[config.mk]
export PLATFORM = sky130hd
export DESIGN_NAME = wkhs_status_regs
export DESIGN_NICKNAME = d
export VERILOG_FILES = /design/src/pkg/wkhs_pkg.sv /design/src/design/wkhs_sticky.sv /design/src/design/wkhs_status_regs.sv
export VERILOG_INCLUDE_DIRS = /design/src /design/src/pkg
export SDC_FILE = /design/constraint.sdc
export NUM_CORES = 1
export LEC_CHECK = 0
export BUFFER_PORTS_ARGS = -buffer_cell sky130_fd_sc_hd__buf_2
export CAP_MARGIN = 20
export CORE_MARGIN = 5
export CORE_UTILIZATION = 52
export DETAILED_ROUTE_END_ITERATION = 10
export PLACE_DENSITY = 0.78
export REMOVE_ABC_BUFFERS = 1
export SYNTH_ARGS = -nofsm -noshare
export SYNTH_HDL_FRONTEND = slang
export SYNTH_SLANG_ARGS = --single-unit
[constraint.sdc]
create_clock -name clk_in -period 1.65 [get_ports clk_in]
set_clock_uncertainty 0.05 [all_clocks]
set_input_delay 0.33 -clock clk_in [delete_from_list [all_inputs] [get_ports clk_in]]
set_output_delay 0.33 -clock clk_in [all_outputs]
set_load 0.1 [all_outputs]
[src/pkg/wkhs_defines.svh]
`ifndef WKHS_DEFINES_SVH
`define WKHS_DEFINES_SVH

// Register addresses (7-bit SPI address space)
`define WKHS_ADDR_WAKE_SRC 7'h44
`define WKHS_ADDR_WAKE_LVL 7'h45
`define WKHS_ADDR_HS_FAULT 7'h46

// Wake source field positions
`define WKHS_WS_PIN_LSB 0
`define WKHS_WS_TMR_A_BIT 7
`define WKHS_WS_TMR_B_BIT 8
`define WKHS_WS_CAN_BIT 9
`define WKHS_WS_LIN_BIT 10

// Wake level field position
`define WKHS_WL_PIN_LSB 0

// High-side fault field positions
`define WKHS_HS_OC_LSB 0
`define WKHS_HS_OL_LSB 5
`define WKHS_HS_OT_LSB 10

// Reset values
`define WKHS_RST_WAKE_SRC 16'h0000
`define WKHS_RST_HS_FAULT 16'h0000

`endif

[src/pkg/wkhs_pkg.sv]
package wkhs_pkg;

  // Wake detector events, one-cycle pulses
  typedef struct packed {
    logic [3:0] pin;
    logic tmr_a;
    logic tmr_b;
    logic can;
    logic lin;
  } wkhs_wake_ev_t;

  // High-side detector events, one bit per switch
  typedef struct packed {
    logic [3:0] ot;
    logic [3:0] ol;
    logic [3:0] oc;
  } wkhs_hs_ev_t;

  // Register read port from the SPI engine
  typedef struct packed {
    logic rd_req;
    logic [6:0] addr;
  } wkhs_rd_t;

  // Chip operating state as seen by this block
  typedef enum logic [2:0] {
    WKHS_MODE_NORMAL,
    WKHS_MODE_STOP,
    WKHS_MODE_INIT,
    WKHS_MODE_RESTART,
    WKHS_MODE_SLEEP,
    WKHS_MODE_FAILSAFE
  } wkhs_mode_t;

endpackage

[src/design/wkhs_sticky.sv]
`timescale 1ns/1ns
`include "wkhs_defines.svh"

module wkhs_sticky #(
  parameter int WIDTH = 4
) (
  // Clock and reset
  input wire logic clk_in,
  input wire logic sys_rst_in,
  input wire logic clk_en_in,
  // Events and clears
  input wire logic [WIDTH-1:0] set_in,
  input wire logic clr_in,
  // Flags
  output logic [WIDTH-1:0] flags_out
);

  logic [WIDTH-1:0] flags_ff;
  logic [WIDTH-1:0] nxt_flags;

  // Set beats clear so an event during a read survives
  always_comb begin
    nxt_flags = flags_ff;
    if (clr_in) begin
      nxt_flags = '0;
    end
    nxt_flags = nxt_flags | set_in;
  end

  always_ff @(posedge clk_in) begin
    if (sys_rst_in) begin
      flags_ff <= '0;
    end else if (clk_en_in) begin
      flags_ff <= nxt_flags;
    end
  end

  assign flags_out = flags_ff;

endmodule // wkhs_sticky

[src/design/wkhs_status_regs.sv]
`timescale 1ns/1ns
`include "wkhs_defines.svh"
// Contract
// - Wake pin flags bits 0-3, clear on read
// - Timer wake flags bits 7 and 8
// - CAN bit 9, LIN bit 10 wake flags
// - Reserved bits always read zero
// - Fail-safe entry clears wake source register
// - Level register bits 0-3 show pin levels
// - Levels tracked in Normal, Stop, Init, Restart
// - Cyclic sensing holds last sampled level
// - Overtemperature flags bits 10-13, clear on read
// - Open-load flags bits 5-8, clear on read
// - Overcurrent switch four bit 3, three bit 2
// - Overcurrent switch two bit 1, one bit 0

module wkhs_status_regs #(
  parameter int PINS = 4
) (
  // Clock, reset, enable
  input wire logic clk_in,
  input wire logic sys_rst_in,
  input wire logic clk_en_in,
  // Operating state and wake pin sensing
  input wire wkhs_pkg::wkhs_mode_t mode_in,
  input wire logic [PINS-1:0] wake_pin_in,
  input wire logic cyclic_sense_in,
  input wire logic sample_strobe_in,
  // Detector events
  input wire wkhs_pkg::wkhs_wake_ev_t wake_ev_in,
  input wire wkhs_pkg::wkhs_hs_ev_t hs_ev_in,
  // Register read from SPI engine
  input wire wkhs_pkg::wkhs_rd_t rd_in,
  output logic [15:0] rd_data_out,
  output logic rd_valid_out
);

  // Pin synchroniser; first stage feeds only the second
  logic [PINS-1:0] pin_meta_ff;
  logic [PINS-1:0] pin_sync_ff;
  always_ff @(posedge clk_in) begin
    if (sys_rst_in) begin
      pin_meta_ff <= '0;
      pin_sync_ff <= '0;
    end else if (clk_en_in) begin
      pin_meta_ff <= wake_pin_in;
      pin_sync_ff <= pin_meta_ff;
    end
  end

  // Read decode; one match function keeps the three decodes alike
  function automatic logic addr_hit(input wkhs_pkg::wkhs_rd_t rd, input logic [6:0] addr);
    return rd.rd_req && (rd.addr == addr);
  endfunction
  logic rd_src;
  logic rd_lvl;
  logic rd_hs;
  assign rd_src = addr_hit(rd_in, `WKHS_ADDR_WAKE_SRC);
  assign rd_lvl = addr_hit(rd_in, `WKHS_ADDR_WAKE_LVL);
  assign rd_hs = addr_hit(rd_in, `WKHS_ADDR_HS_FAULT);

  // Fail-safe entry detect on mode change
  wkhs_pkg::wkhs_mode_t mode_ff;
  logic fs_entry;
  always_ff @(posedge clk_in) begin
    if (sys_rst_in) begin
      mode_ff <= wkhs_pkg::WKHS_MODE_INIT;
    end else if (clk_en_in) begin
      mode_ff <= mode_in;
    end
  end
  assign fs_entry = (mode_in == wkhs_pkg::WKHS_MODE_FAILSAFE) &&
                    (mode_ff != wkhs_pkg::WKHS_MODE_FAILSAFE);

  // Wake source flags
  logic [7:0] ws_set;
  logic [7:0] ws_flags;
  assign ws_set = {wake_ev_in.lin, wake_ev_in.can, wake_ev_in.tmr_b, wake_ev_in.tmr_a,
                   wake_ev_in.pin};

  wkhs_sticky #(.WIDTH(8)) u_ws (
    .clk_in(clk_in),
    .sys_rst_in(sys_rst_in),
    .clk_en_in(clk_en_in),
    .set_in(ws_set),
    .clr_in(rd_src || fs_entry),
    .flags_out(ws_flags)
  );

  // High-side fault flags
  logic [11:0] hs_flags;
  wkhs_sticky #(.WIDTH(12)) u_hs (
    .clk_in(clk_in),
    .sys_rst_in(sys_rst_in),
    .clk_en_in(clk_en_in),
    .set_in({hs_ev_in.ot, hs_ev_in.ol, hs_ev_in.oc}),
    .clr_in(rd_hs),
    .flags_out(hs_flags)
  );

  // Level register; without cyclic sensing, sleep freezes it since detectors are off there
  logic [PINS-1:0] lvl_ff;
  logic [PINS-1:0] nxt_lvl;
  logic lvl_live;
  assign lvl_live = (mode_in == wkhs_pkg::WKHS_MODE_NORMAL) ||
                    (mode_in == wkhs_pkg::WKHS_MODE_STOP) ||
                    (mode_in == wkhs_pkg::WKHS_MODE_INIT) ||
                    (mode_in == wkhs_pkg::WKHS_MODE_RESTART);
  always_comb begin
    nxt_lvl = lvl_ff;
    if (cyclic_sense_in) begin
      if (sample_strobe_in) begin
        nxt_lvl = pin_sync_ff;
      end
    end else if (lvl_live) begin
      nxt_lvl = pin_sync_ff;
    end
  end
  // levels reset low, then follow pins
  always_ff @(posedge clk_in) begin
    if (sys_rst_in) begin
      lvl_ff <= '0;
    end else if (clk_en_in) begin
      lvl_ff <= nxt_lvl;
    end
  end

  // Read data mux, registered
  logic [15:0] rdata_ff;
  logic [15:0] nxt_rdata;
  logic rvalid_ff;
  always_comb begin
    nxt_rdata = 16'h0000;
    case (rd_in.addr)
      `WKHS_ADDR_WAKE_SRC: begin
        nxt_rdata[`WKHS_WS_PIN_LSB +: 4] = ws_flags[3:0];
        nxt_rdata[`WKHS_WS_TMR_A_BIT] = ws_flags[4];
        nxt_rdata[`WKHS_WS_TMR_B_BIT] = ws_flags[5];
        nxt_rdata[`WKHS_WS_CAN_BIT] = ws_flags[6];
        nxt_rdata[`WKHS_WS_LIN_BIT] = ws_flags[7];
      end
      `WKHS_ADDR_WAKE_LVL: nxt_rdata[`WKHS_WL_PIN_LSB +: PINS] = lvl_ff;
      `WKHS_ADDR_HS_FAULT: begin
        nxt_rdata[`WKHS_HS_OC_LSB +: 4] = hs_flags[3:0];
        nxt_rdata[`WKHS_HS_OL_LSB +: 4] = hs_flags[7:4];
        nxt_rdata[`WKHS_HS_OT_LSB +: 4] = hs_flags[11:8];
      end
      default: nxt_rdata = 16'h0000;
    endcase
  end

  // Capture the snapshot in the read cycle, before the clear lands
  logic nxt_rvalid;
  logic [15:0] nxt_rhold;
  always_comb begin
    nxt_rvalid = rd_in.rd_req;
    // Data holds between reads so a slow host can still fetch it
    nxt_rhold = rdata_ff;
    if (rd_in.rd_req) begin
      nxt_rhold = nxt_rdata;
    end
  end
  always_ff @(posedge clk_in) begin
    if (sys_rst_in) begin
      rdata_ff <= 16'h0000;
      rvalid_ff <= 1'b0;
    end else if (clk_en_in) begin
      rvalid_ff <= nxt_rvalid;
      rdata_ff <= nxt_rhold;
    end
  end

  assign rd_data_out = rdata_ff;
  assign rd_valid_out = rvalid_ff;

  // Assertions
  reset_flags_a: assert property (@(posedge clk_in)
    $fell(sys_rst_in) |-> (ws_flags == 8'h00 && hs_flags == 12'h000))
    else $error("flags not zero after reset");

  pin_wake_set_a: assert property (@(posedge clk_in) disable iff (sys_rst_in)
    (clk_en_in && wake_ev_in.pin[0]) |=> ws_flags[0])
    else $error("pin wake flag not set");

  timer_wake_set_a: assert property (@(posedge clk_in) disable iff (sys_rst_in)
    (clk_en_in && wake_ev_in.tmr_b) |=> ws_flags[5])
    else $error("timer wake flag not set");

  bus_wake_read_a: assert property (@(posedge clk_in) disable iff (sys_rst_in)
    (clk_en_in && rd_src && ws_flags[6]) |=> rd_data_out[9])
    else $error("CAN wake bit wrong in read");

  reserved_zero_a: assert property (@(posedge clk_in) disable iff (sys_rst_in)
    rd_valid_out |-> (rd_data_out[15:14] == 2'b00 && rd_data_out[4] == 1'b0))
    else $error("reserved bits nonzero");

  failsafe_clear_a: assert property (@(posedge clk_in) disable iff (sys_rst_in)
    (clk_en_in && fs_entry && ws_set == 8'h00) |=> ws_flags == 8'h00)
    else $error("fail-safe did not clear wake flags");

  level_track_a: assert property (@(posedge clk_in) disable iff (sys_rst_in)
    (clk_en_in && lvl_live && !cyclic_sense_in) |=> lvl_ff == $past(pin_sync_ff))
    else $error("level not tracking pins");

  level_hold_a: assert property (@(posedge clk_in) disable iff (sys_rst_in)
    (clk_en_in && cyclic_sense_in && !sample_strobe_in) |=> $stable(lvl_ff))
    else $error("sampled level changed between samples");

  hs_read_clear_a: assert property (@(posedge clk_in) disable iff (sys_rst_in)
    (clk_en_in && rd_hs && hs_ev_in == 12'h000) |=> hs_flags == 12'h000)
    else $error("high-side flags not cleared on read");

  read_race_a: assert property (@(posedge clk_in) disable iff (sys_rst_in)
    (clk_en_in && rd_hs && hs_ev_in.ot[3]) |=> hs_flags[11])
    else $error("event lost during read");

  // Reserved bits of each register, checked on the word returned
  src_resv_zero_a: assert property (@(posedge clk_in) disable iff (sys_rst_in)
    $past(clk_en_in && rd_src) |-> ((rd_data_out & 16'hF870) == 16'h0000))
    else $error("wake source reserved bits nonzero");

  lvl_resv_zero_a: assert property (@(posedge clk_in) disable iff (sys_rst_in)
    $past(clk_en_in && rd_lvl) |-> ((rd_data_out >> PINS) == 16'h0000))
    else $error("level reserved bits nonzero");

  hs_resv_zero_a: assert property (@(posedge clk_in) disable iff (sys_rst_in)
    $past(clk_en_in && rd_hs) |-> ((rd_data_out & 16'hC210) == 16'h0000))
    else $error("high-side reserved bits nonzero");

  // Read data carries the register contents of the read cycle
  level_read_a: assert property (@(posedge clk_in) disable iff (sys_rst_in)
    (clk_en_in && rd_lvl) |=> (rd_data_out[PINS-1:0] == $past(lvl_ff)))
    else $error("level read wrong");

  oc_read_a: assert property (@(posedge clk_in) disable iff (sys_rst_in)
    (clk_en_in && rd_hs) |=> (rd_data_out[3:0] == $past(hs_flags[3:0])))
    else $error("overcurrent read bits wrong");

  // Each detector group sets its own flags
  timer_a_set_a: assert property (@(posedge clk_in) disable iff (sys_rst_in)
    (clk_en_in && wake_ev_in.tmr_a) |=> ws_flags[4])
    else $error("first timer wake flag not set");

  can_wake_set_a: assert property (@(posedge clk_in) disable iff (sys_rst_in)
    (clk_en_in && wake_ev_in.can) |=> ws_flags[6])
    else $error("CAN wake flag not set");

  lin_wake_set_a: assert property (@(posedge clk_in) disable iff (sys_rst_in)
    (clk_en_in && wake_ev_in.lin) |=> ws_flags[7])
    else $error("LIN wake flag not set");

  overtemp_set_a: assert property (@(posedge clk_in) disable iff (sys_rst_in)
    clk_en_in |=> ((hs_flags[11:8] & $past(hs_ev_in.ot)) == $past(hs_ev_in.ot)))
    else $error("overtemperature flag not set");

  open_load_set_a: assert property (@(posedge clk_in) disable iff (sys_rst_in)
    clk_en_in |=> ((hs_flags[7:4] & $past(hs_ev_in.ol)) == $past(hs_ev_in.ol)))
    else $error("open-load flag not set");

  oc_high_set_a: assert property (@(posedge clk_in) disable iff (sys_rst_in)
    clk_en_in |=> ((hs_flags[3:2] & $past(hs_ev_in.oc[3:2])) == $past(hs_ev_in.oc[3:2])))
    else $error("overcurrent flag of switch three or four not set");

  oc_low_set_a: assert property (@(posedge clk_in) disable iff (sys_rst_in)
    clk_en_in |=> ((hs_flags[1:0] & $past(hs_ev_in.oc[1:0])) == $past(hs_ev_in.oc[1:0])))
    else $error("overcurrent flag of switch one or two not set");

  // Clears, holds and freezes
  pin_read_clear_a: assert property (@(posedge clk_in) disable iff (sys_rst_in)
    (clk_en_in && rd_src && wake_ev_in.pin == 4'h0) |=> (ws_flags[3:0] == 4'h0))
    else $error("pin wake flags not cleared on read");

  failsafe_set_wins_a: assert property (@(posedge clk_in) disable iff (sys_rst_in)
    (clk_en_in && fs_entry && wake_ev_in.lin) |=> ws_flags[7])
    else $error("wake event lost at fail-safe entry");

  level_freeze_a: assert property (@(posedge clk_in) disable iff (sys_rst_in)
    (clk_en_in && !cyclic_sense_in && !lvl_live) |=> $stable(lvl_ff))
    else $error("level changed outside tracked modes");

  freeze_hold_a: assert property (@(posedge clk_in) disable iff (sys_rst_in)
    !clk_en_in |=> ($stable(ws_flags) && $stable(hs_flags)))
    else $error("flags changed while frozen");

  wake_read_c: cover property (@(posedge clk_in) rd_src && ws_flags != 8'h00);
  hs_read_c: cover property (@(posedge clk_in) rd_hs && hs_flags != 12'h000);
  failsafe_c: cover property (@(posedge clk_in) fs_entry && ws_flags != 8'h00);
  sample_c: cover property (@(posedge clk_in) cyclic_sense_in && sample_strobe_in);
  freeze_c: cover property (@(posedge clk_in) !clk_en_in && rd_in.rd_req);

endmodule // wkhs_status_regs

=== After elaboration in Yosys (flattened, before gate mapping) ===
Index checks and enable logic that the tools add are counted.

* Output and inout bits: 17
* Register bits after elaboration: 49
* Logic and storage cells: 41
* Input bits: 40

* Equal/unequal tests: 9
* Bitwise operators: 2
* Reductions and logical operators: 11
* Mux-type cells: 11

{| class="wikitable"
|+ Operator list
! kind !! count
|-
| $eq 7x7->1 const B || 3
|-
| $mux 12 || 1
|-
| $mux 4 || 3
|-
| $or 12x12->12 || 1
|-
| $pmux 4 s3 || 1
|-
| $mux 8 || 1
|-
| $or 8x8->8 || 1
|-
| $eq 3x2->1 const B || 2
|-
| $logic_or 1x1->1 || 4
|-
| $pmux 2 s2 || 1
|-
| $eq 3x1->1 const B || 1
|-
| $eq 3x3->1 const B || 1
|-
| $logic_and 1x1->1 || 3
|-
| $logic_not 3->1 || 1
|-
| $mux 3 || 1
|-
| $ne 3x3->1 const B || 1
|-
| $reduce_and 3->1 || 1
|-
| $mux 2 || 1
|-
| $ne 2x1->1 const B || 1
|-
| $pmux 1 s2 || 1
|-
| $reduce_and 2->1 || 1
|-
| $reduce_bool 2->1 || 1
|-
| $mux 1 || 1
|}

=== Longest topological paths before layout ===
Gate-level depths: netlist (run 1).

* Word-level depth: 6
* Depth in mapped cells: 5
* Depth with buffers taken out: 3

=== Cells and area by module ===
Synthesis (run 1) repeated with hierarchy kept, for this count alone.

* Cells, all modules: 234
* Area total of the unflattened synthesis: 2324.7 µm²

{| class="wikitable"
|+ Modules (own cells, without submodules)
! module !! area each (µm²) !! cells an instance !! sequential area each (µm²) !! instances
|-
| wkhs_status_regs || 1348.8 || 145 || 580.6 || 1
|-
| wkhs_sticky at u_hs || 600.6 || 53 || 240.2 || 1
|-
| wkhs_sticky at u_ws || 375.4 || 36 || 160.2 || 1
|}

=== Least setup slack after synthesis (run 1) ===
No wires, ideal clock.

* Path type: in2reg
* Start: input clk_en_in
* End: register rdata_ff[3], in the netlist rd_data_out[3]
* Arrival: 1.198 ns
* Stages: 5
* Setup time: 0.118 ns
* Path slack: 0.285 ns
* Path buffers: 2
* Required time: 1.482 ns
* Cells stage by stage: buf_4 -> and4b_4 -> buf_4 -> and4_1 -> a22o_1

* Longest elaborated chain between the ends: 1

{| class="wikitable"
|+ Ends and longest elaborated chain
! item !! line !! RTL
|-
| start, declared || wkhs_status_regs.sv:23 || <nowiki>input wire logic clk_en_in,</nowiki>
|-
| $reduce_and 2->1 (no source line) || -- ||
|-
| end signal, assigned || wkhs_status_regs.sv:169 || <nowiki>rdata_ff <= nxt_rhold;</nowiki>
|-
| end, declared || wkhs_status_regs.sv:129 || <nowiki>logic [15:0] rdata_ff;</nowiki>
|}

Every way passes these cells.
A chain may end at the register's enable or synchronous reset.

=== Worst setup path in the final report (run 1) ===
* Start: register rdata_ff[9], in the netlist rd_data_out[9]
* End: output rd_data_out[9]

{| class="wikitable"
|+ RTL lines
! item !! line !! RTL
|-
| end, declared || wkhs_status_regs.sv:34 || <nowiki>output logic [15:0] rd_data_out,</nowiki>
|}

No word-level cell between the ends.

==> flow_metrics.tcl, run 1 <==
set metrics [dict create \
    cts_hold_buf 0 \
    wl_per_cell_microns 14.8 \
    clock_latency_ns 0.29 \
    hold_start "wake_ev_in[7]" \
    hold_class "primary input to flop" \
    first_iter_violations 115 \
    ant_nets 0 \
    clock-sinks 49 \
    finalSetupViolCount 0 \
    combPwrFrac_pct 15.0 \
    chipHeight_microns 75.6 \
    ys_warn_count 0 \
    grt_pass1_wl_microns 7830 \
    grt_max_degree 46 \
    seqPwrFrac_pct 56.5 \
    wl_microns 4860 \
    cts_setup_buffers 0 \
    ys_types 32 \
    ios 57 \
    layout_commonest_cell "buf_2" \
    placementRows 23 \
    via_per_inst 5.57 \
    final_cells 328 \
    synth-seq-area-share_pct 43.8 \
    grt_pass1_vias 1752 \
    netlist_area_sq_um 2240 \
    globalplace.congestion 0.797 \
    portBuffers 53 \
    synth_edf_count 0 \
    pwr_density_cell_nw_per_um2 856 \
    chipWidth_microns 75.6 \
    cp_num_buf_inv 1 \
    cp_cell_sequence "buf_2" \
    initial_core_util_pct 54.8 \
    via_count 1828 \
    netSwitchingFraction_pct 26.3 \
    layout-drive-gt1-share_pct 34.5 \
    cts_max_level 2 \
    place.detailed.hpwl_microns 3540 \
    gr-total-overflow 0 \
    ys_ff_latch 49 \
    p_leak_nw 1.13 \
    ctsLongestPathBuffers 2 \
    antenna_found_initial 0 \
    synthCells 226 \
    fmaxAchievable_mhz 685 \
    antenna_cells 0 \
    clkPwrFrac_pct 28.6 \
    area_delta_synth_final_pct 16.6 \
    slowest_stage "buf_2" \
    slowest_delay_ns 0.43 \
    layout_common_cells "buf_2 (53), dfxtp_1 (49), nand2_1 (28), a21oi_1 (24), nor2_1 (16)" \
    worstSetupPathType "flop to output pin" \
    slew_headroom_pct 66.0 \
    syn_avg_cell_area_sq_um 9.92 \
    cp-start-kind "flop" \
    cp.arrival_ns 1.08 \
    dp.cells 322 \
    cts_resized 0 \
    nets 319 \
    ir_drop_uv 495 \
    worstPathRequired_ns 1.27 \
    cp_top_family "buffers and inverters" \
    grt_usage_pct 17.8 \
    crit_start "rd_data_out[9]" \
    rsz0062_at_grt "false" \
    cp-end-kind "output pin" \
    setup_tns_ns 0 \
    power.internal_w 0.00165 \
    power_w 0.00224 \
    maxCapViolCount 0 \
    slew_violations 0 \
    path_max_fanout 2 \
    fp.coreArea_sq_um 4090 \
    synthArstFlopShare_pct 0 \
    fin_crit_ns 1.46 \
    hold_slack_ns 0.174 \
    fin_crit_sh_pct 88.5 \
    firstDrtPassIters 4 \
    die-area_sq_um 5720 \
    crit-reg2reg-launch "mode_ff[1]" \
    numCtsBuffers 5 \
    cts_tree "yes" \
    worstMarginPinSlew_ns 0.508 \
    cts_root_buffer "clkbuf_8" \
    drc 0 \
    ys.flop_type "dfxtp_1" \
    status "complete, no violations" \
    hold_viol_final 0 \
    clkSlewWorstSetupHoldPaths_ns 0.08 \
    power.switching_w 0.000588 \
]
[cells in the mapped netlist (all sizes together) (5+ instances only)]
library cell	count	share of area, %
dfxtp	49	44
nand2	28	4.7
a21oi	24	5.4
buf	18	5.8
nor2	16	2.7
mux2i	14	6.3
a311oi	12	7.5
inv	11	1.8
o41ai	8	5.8
nand4	5	1.4
nor2b	5	1.4
o211ai	5	1.7
[sequential cells by signal, summed over array words and instances, names as in the netlist]
register and cells:
u_hs.flags_out 12, lvl_ff 4, mode_ff 3, rd_valid_out 1
pin_meta_ff 4, rd_data_out 13, u_ws.flags_out 8, pin_sync_ff 4
[cell type report]
cell class	count	area, sq um
fill	357	1470
multi-input combinational	147	1090
sequential	49	981
timing repair buffer	65	368
clock buffer	5	68.8
tap	50	62.6
inverter	11	41.3
clock inverter	1	5.00
[logic make-up (layout without fill, tap and decap cells)]
logic type	Yosys count	after routing	synth area share (%)
buffers and inverters	32	82	8.10
and+or+nand+nor	61	61	13.3
DFF	49	49	43.8
AOI/OAI and AO/OA	66	66	26.9
muxes	17	17	7.76
other	1	3	0.167
[layer usage]
metal  wire length [microns]  vias up  GRT usage [%]
li1                        -      919              -
met2                    2250       48           28.2
met4                      73        0           6.99
met5                       0        -              0
met1                    2250      853           23.3
met3                     294        8           4.35
[stage by stage]
stage          util [%]  setup slack (ns)  cell area [sq um]
2_1_floorplan         -           -0.0532               2110
3_3_place_gp       62.1             0.122               2540
3_5_place_dp       62.1            0.0970               2540
4_1_cts            63.9             0.173               2610
5_1_grt            63.9             0.154               2610
6_report           63.9             0.190               2610
[power groups by stage]
stage | Sequential, W | Combinational [W] | Clock (W)
6_report | 0.00126 | 0.000335 | 0.000640
4_1_cts | 0.00126 | 0.000334 | 0.000661
3_3_place_gp | 0.00129 | 0.000326 | 0
2_1_floorplan | 0.00129 | 0.000172 | 0
3_5_place_dp | 0.00129 | 0.000332 | 0
5_1_grt | 0.00127 | 0.000366 | 0.000696
[final timing paths]
kind / to / slack (ns) / cells past startpoint
min: u_ws.flags_out[3] / 0.17 / 3
min reg2reg: rd_data_out[5] / 0.40 / 2
max reg2reg: u_ws.flags_out[2] / 0.66 / 4
max: rd_data_out[9] / 0.19 / 1
Power figures use the tool's default switching activity.
==> inputs of run 2 (changes only) <==
--- a/config.mk
+++ b/config.mk
@@ -8,6 +8,7 @@
 export LEC_CHECK = 0
 export BUFFER_PORTS_ARGS = -buffer_cell sky130_fd_sc_hd__buf_2
 export CAP_MARGIN = 20
+export CORE_ASPECT_RATIO = 0.5
 export CORE_MARGIN = 5
 export CORE_UTILIZATION = 52
 export DETAILED_ROUTE_END_ITERATION = 10
==> flow_metrics.tcl, run 2 (synthesis gave the netlist of run 1 again) <==
set metrics [dict create \
    portBuffers 53 \
    r2r_setup_slack_ns 0.64 \
    place.detailed.hpwl_microns 3670 \
    area_delta_synth_final_pct 18.5 \
    nets 318 \
    netSwitchingFraction_pct 25.6 \
    cts_root_buffer "clkbuf_8" \
    busiest_layer "met2" \
    cp-end-kind "output pin" \
    grtUsageMet1_pct 21.9 \
    grt_pass1_wl_microns 8660 \
    worstSetupPathType "flop to output pin" \
    met3_usage_pct 5.69 \
    wl_microns 5190 \
    slew_violations 0 \
    via_per_inst 5.63 \
    placementRows 16 \
    numCtsBuffers 5 \
    power.switching_w 0.000641 \
    cp_num_buf_inv 1 \
    clkPwrFrac_pct 36.1 \
    grt_usage_pct 18.8 \
    first_iter_violations 64 \
    layout_common_cells "buf_2 (53), dfxtp_1 (49), nand2_1 (28), a21oi_1 (24), nor2_1 (16)" \
    ir_drop_uv 468 \
    cts_max_level 2 \
    layout_commonest_cell "buf_2" \
    setup_tns_ns 0 \
    holdPathStages 3 \
    combPwrFrac_pct 13.4 \
    globalplace.congestion 0.826 \
    r2r_cells 3 \
    antenna_found_initial 0 \
    pwr_density_cell_nw_per_um2 943 \
    hold_viol_final 0 \
    chipHeight_microns 56.4 \
    cp-start-kind "flop" \
    path_max_fanout 2 \
    crit-reg2reg-launch "u_ws.flags_out[4]" \
    worstHoldEndpoint "u_ws.flags_out[0]" \
    power.internal_w 0.00186 \
    status "complete, no violations" \
    clock_latency_ns 0.31 \
    cts_hold_buf 0 \
    clkSlewWorstSetupHoldPaths_ns 0.09 \
    hold_start "wake_ev_in[4]" \
    nFillCells 342 \
    fmaxAchievable_mhz 680 \
    slowest_stage "buf_2" \
    ant_nets 0 \
    die-area_sq_um 5800 \
    initial_core_util_pct 55.7 \
    finalSetupViolCount 0 \
    crit-reg2reg-capture "rd_data_out[7]" \
    hold_slack_ns 0.155 \
    slowest_delay_ns 0.43 \
    cp.arrival_ns 1.09 \
    largest_reg_flops 13 \
    p_leak_nw 1.15 \
    drc 0 \
    cp_cell_sequence "buf_2" \
    firstDrtPassIters 4 \
    ios 57 \
    via_count 1876 \
    cp_top_family "buffers and inverters" \
    grt_pass1_vias 1926 \
    cts_tree "yes" \
    rsz0062_at_grt "false" \
    multi_input_area_sq_um 1090 \
    use_met2_pct 32.4 \
    cts_setup_buffers 0 \
    ctsLongestPathBuffers 2 \
    gr-total-overflow 0 \
    cts_resized 0 \
    fin_crit_ns 1.47 \
    seqPwrFrac_pct 50.5 \
    ff_latch_area_sq_um 981 \
    hold_class "primary input to flop" \
    clock-sinks 49 \
    post-route-util_pct 66.0 \
    antenna_cells 0 \
    worstPathRequired_ns 1.27 \
    wl_per_cell_microns 15.6 \
    maxCapViolCount 0 \
    fp.coreArea_sq_um 4020 \
    fin_crit_sh_pct 89.1 \
    chipWidth_microns 103 \
    layout-drive-gt1-share_pct 34.8 \
    grt_max_degree 46 \
]
run 2: cell types whose count changed in the layout (fill, tap and decap cells not counted), sizes merged:
cell      before  now
bufinv         0    1
clkbuf         5    6
buf           65   64
clkinv         1    0
clkinvlp       0    1
run 2: final cells by class:
| cell class | count | area share [%] |
|---|---|---|
| tap | 54 | 2.54 |
| multi-input combinational | 147 | 40.9 |
| sequential | 49 | 36.9 |
| timing repair buffer | 64 | 13.6 |
| clock buffer | 6 | 3.11 |
| inverter | 11 | 1.55 |
| clock inverter | 2 | 1.41 |
run 2: worst max path at each step:
stage                     slack [ns]  depth (start not counted)      startpoint                end
after CTS                       0.17                          1  rd_data_out[9]     rd_data_out[9]
after global placement        -0.005                          4        rd_in[5]  u_ws.flags_out[5]
after floorplan                -0.05                          3        rd_in[5]  u_ws.flags_out[0]
after detailed placement       -0.10                          4        rd_in[5]  u_ws.flags_out[5]
after global routing            0.10                          4        rd_in[5]  u_ws.flags_out[3]
final                           0.18                          1  rd_data_out[8]     rd_data_out[8]
run 2: metal layers:
| metal | vias up | share of wire, % |
|---|---|---|
| met3 | 10 | 5.8 |
| li1 | 924 | - |
| met4 | 0 | 1.8 |
| met2 | 54 | 50 |
| met1 | 888 | 42 |
| met5 | - | 0 |
run 2: power by group through the flow:
stage | Sequential [W] | Clock [W] | Combinational, W
2_1_floorplan | 0.00129 | 0 | 0.000172
3_3_place_gp | 0.00129 | 0 | 0.000322
3_5_place_dp | 0.00129 | 0 | 0.000334
4_1_cts | 0.00126 | 0.000924 | 0.000336
5_1_grt | 0.00127 | 0.000977 | 0.000368
6_report | 0.00126 | 0.000904 | 0.000336
run 2: stage by stage:
step,std cells,cell area (sq um),power (W),worst slack [ns]
floorplan,207,2110,0.00146,-0.0532
global placement,325,2540,0.00161,-0.00493
detailed placement,325,2540,0.00162,-0.102
CTS,333,2660,0.00252,0.167
global route,333,2660,0.00261,0.103
finish,333,2660,0.00250,0.180
run 2: worst min-delay path, cell delays in order:
cell     delay, ns
buf_2         0.07
nand2_1       0.05
o41ai_2       0.04
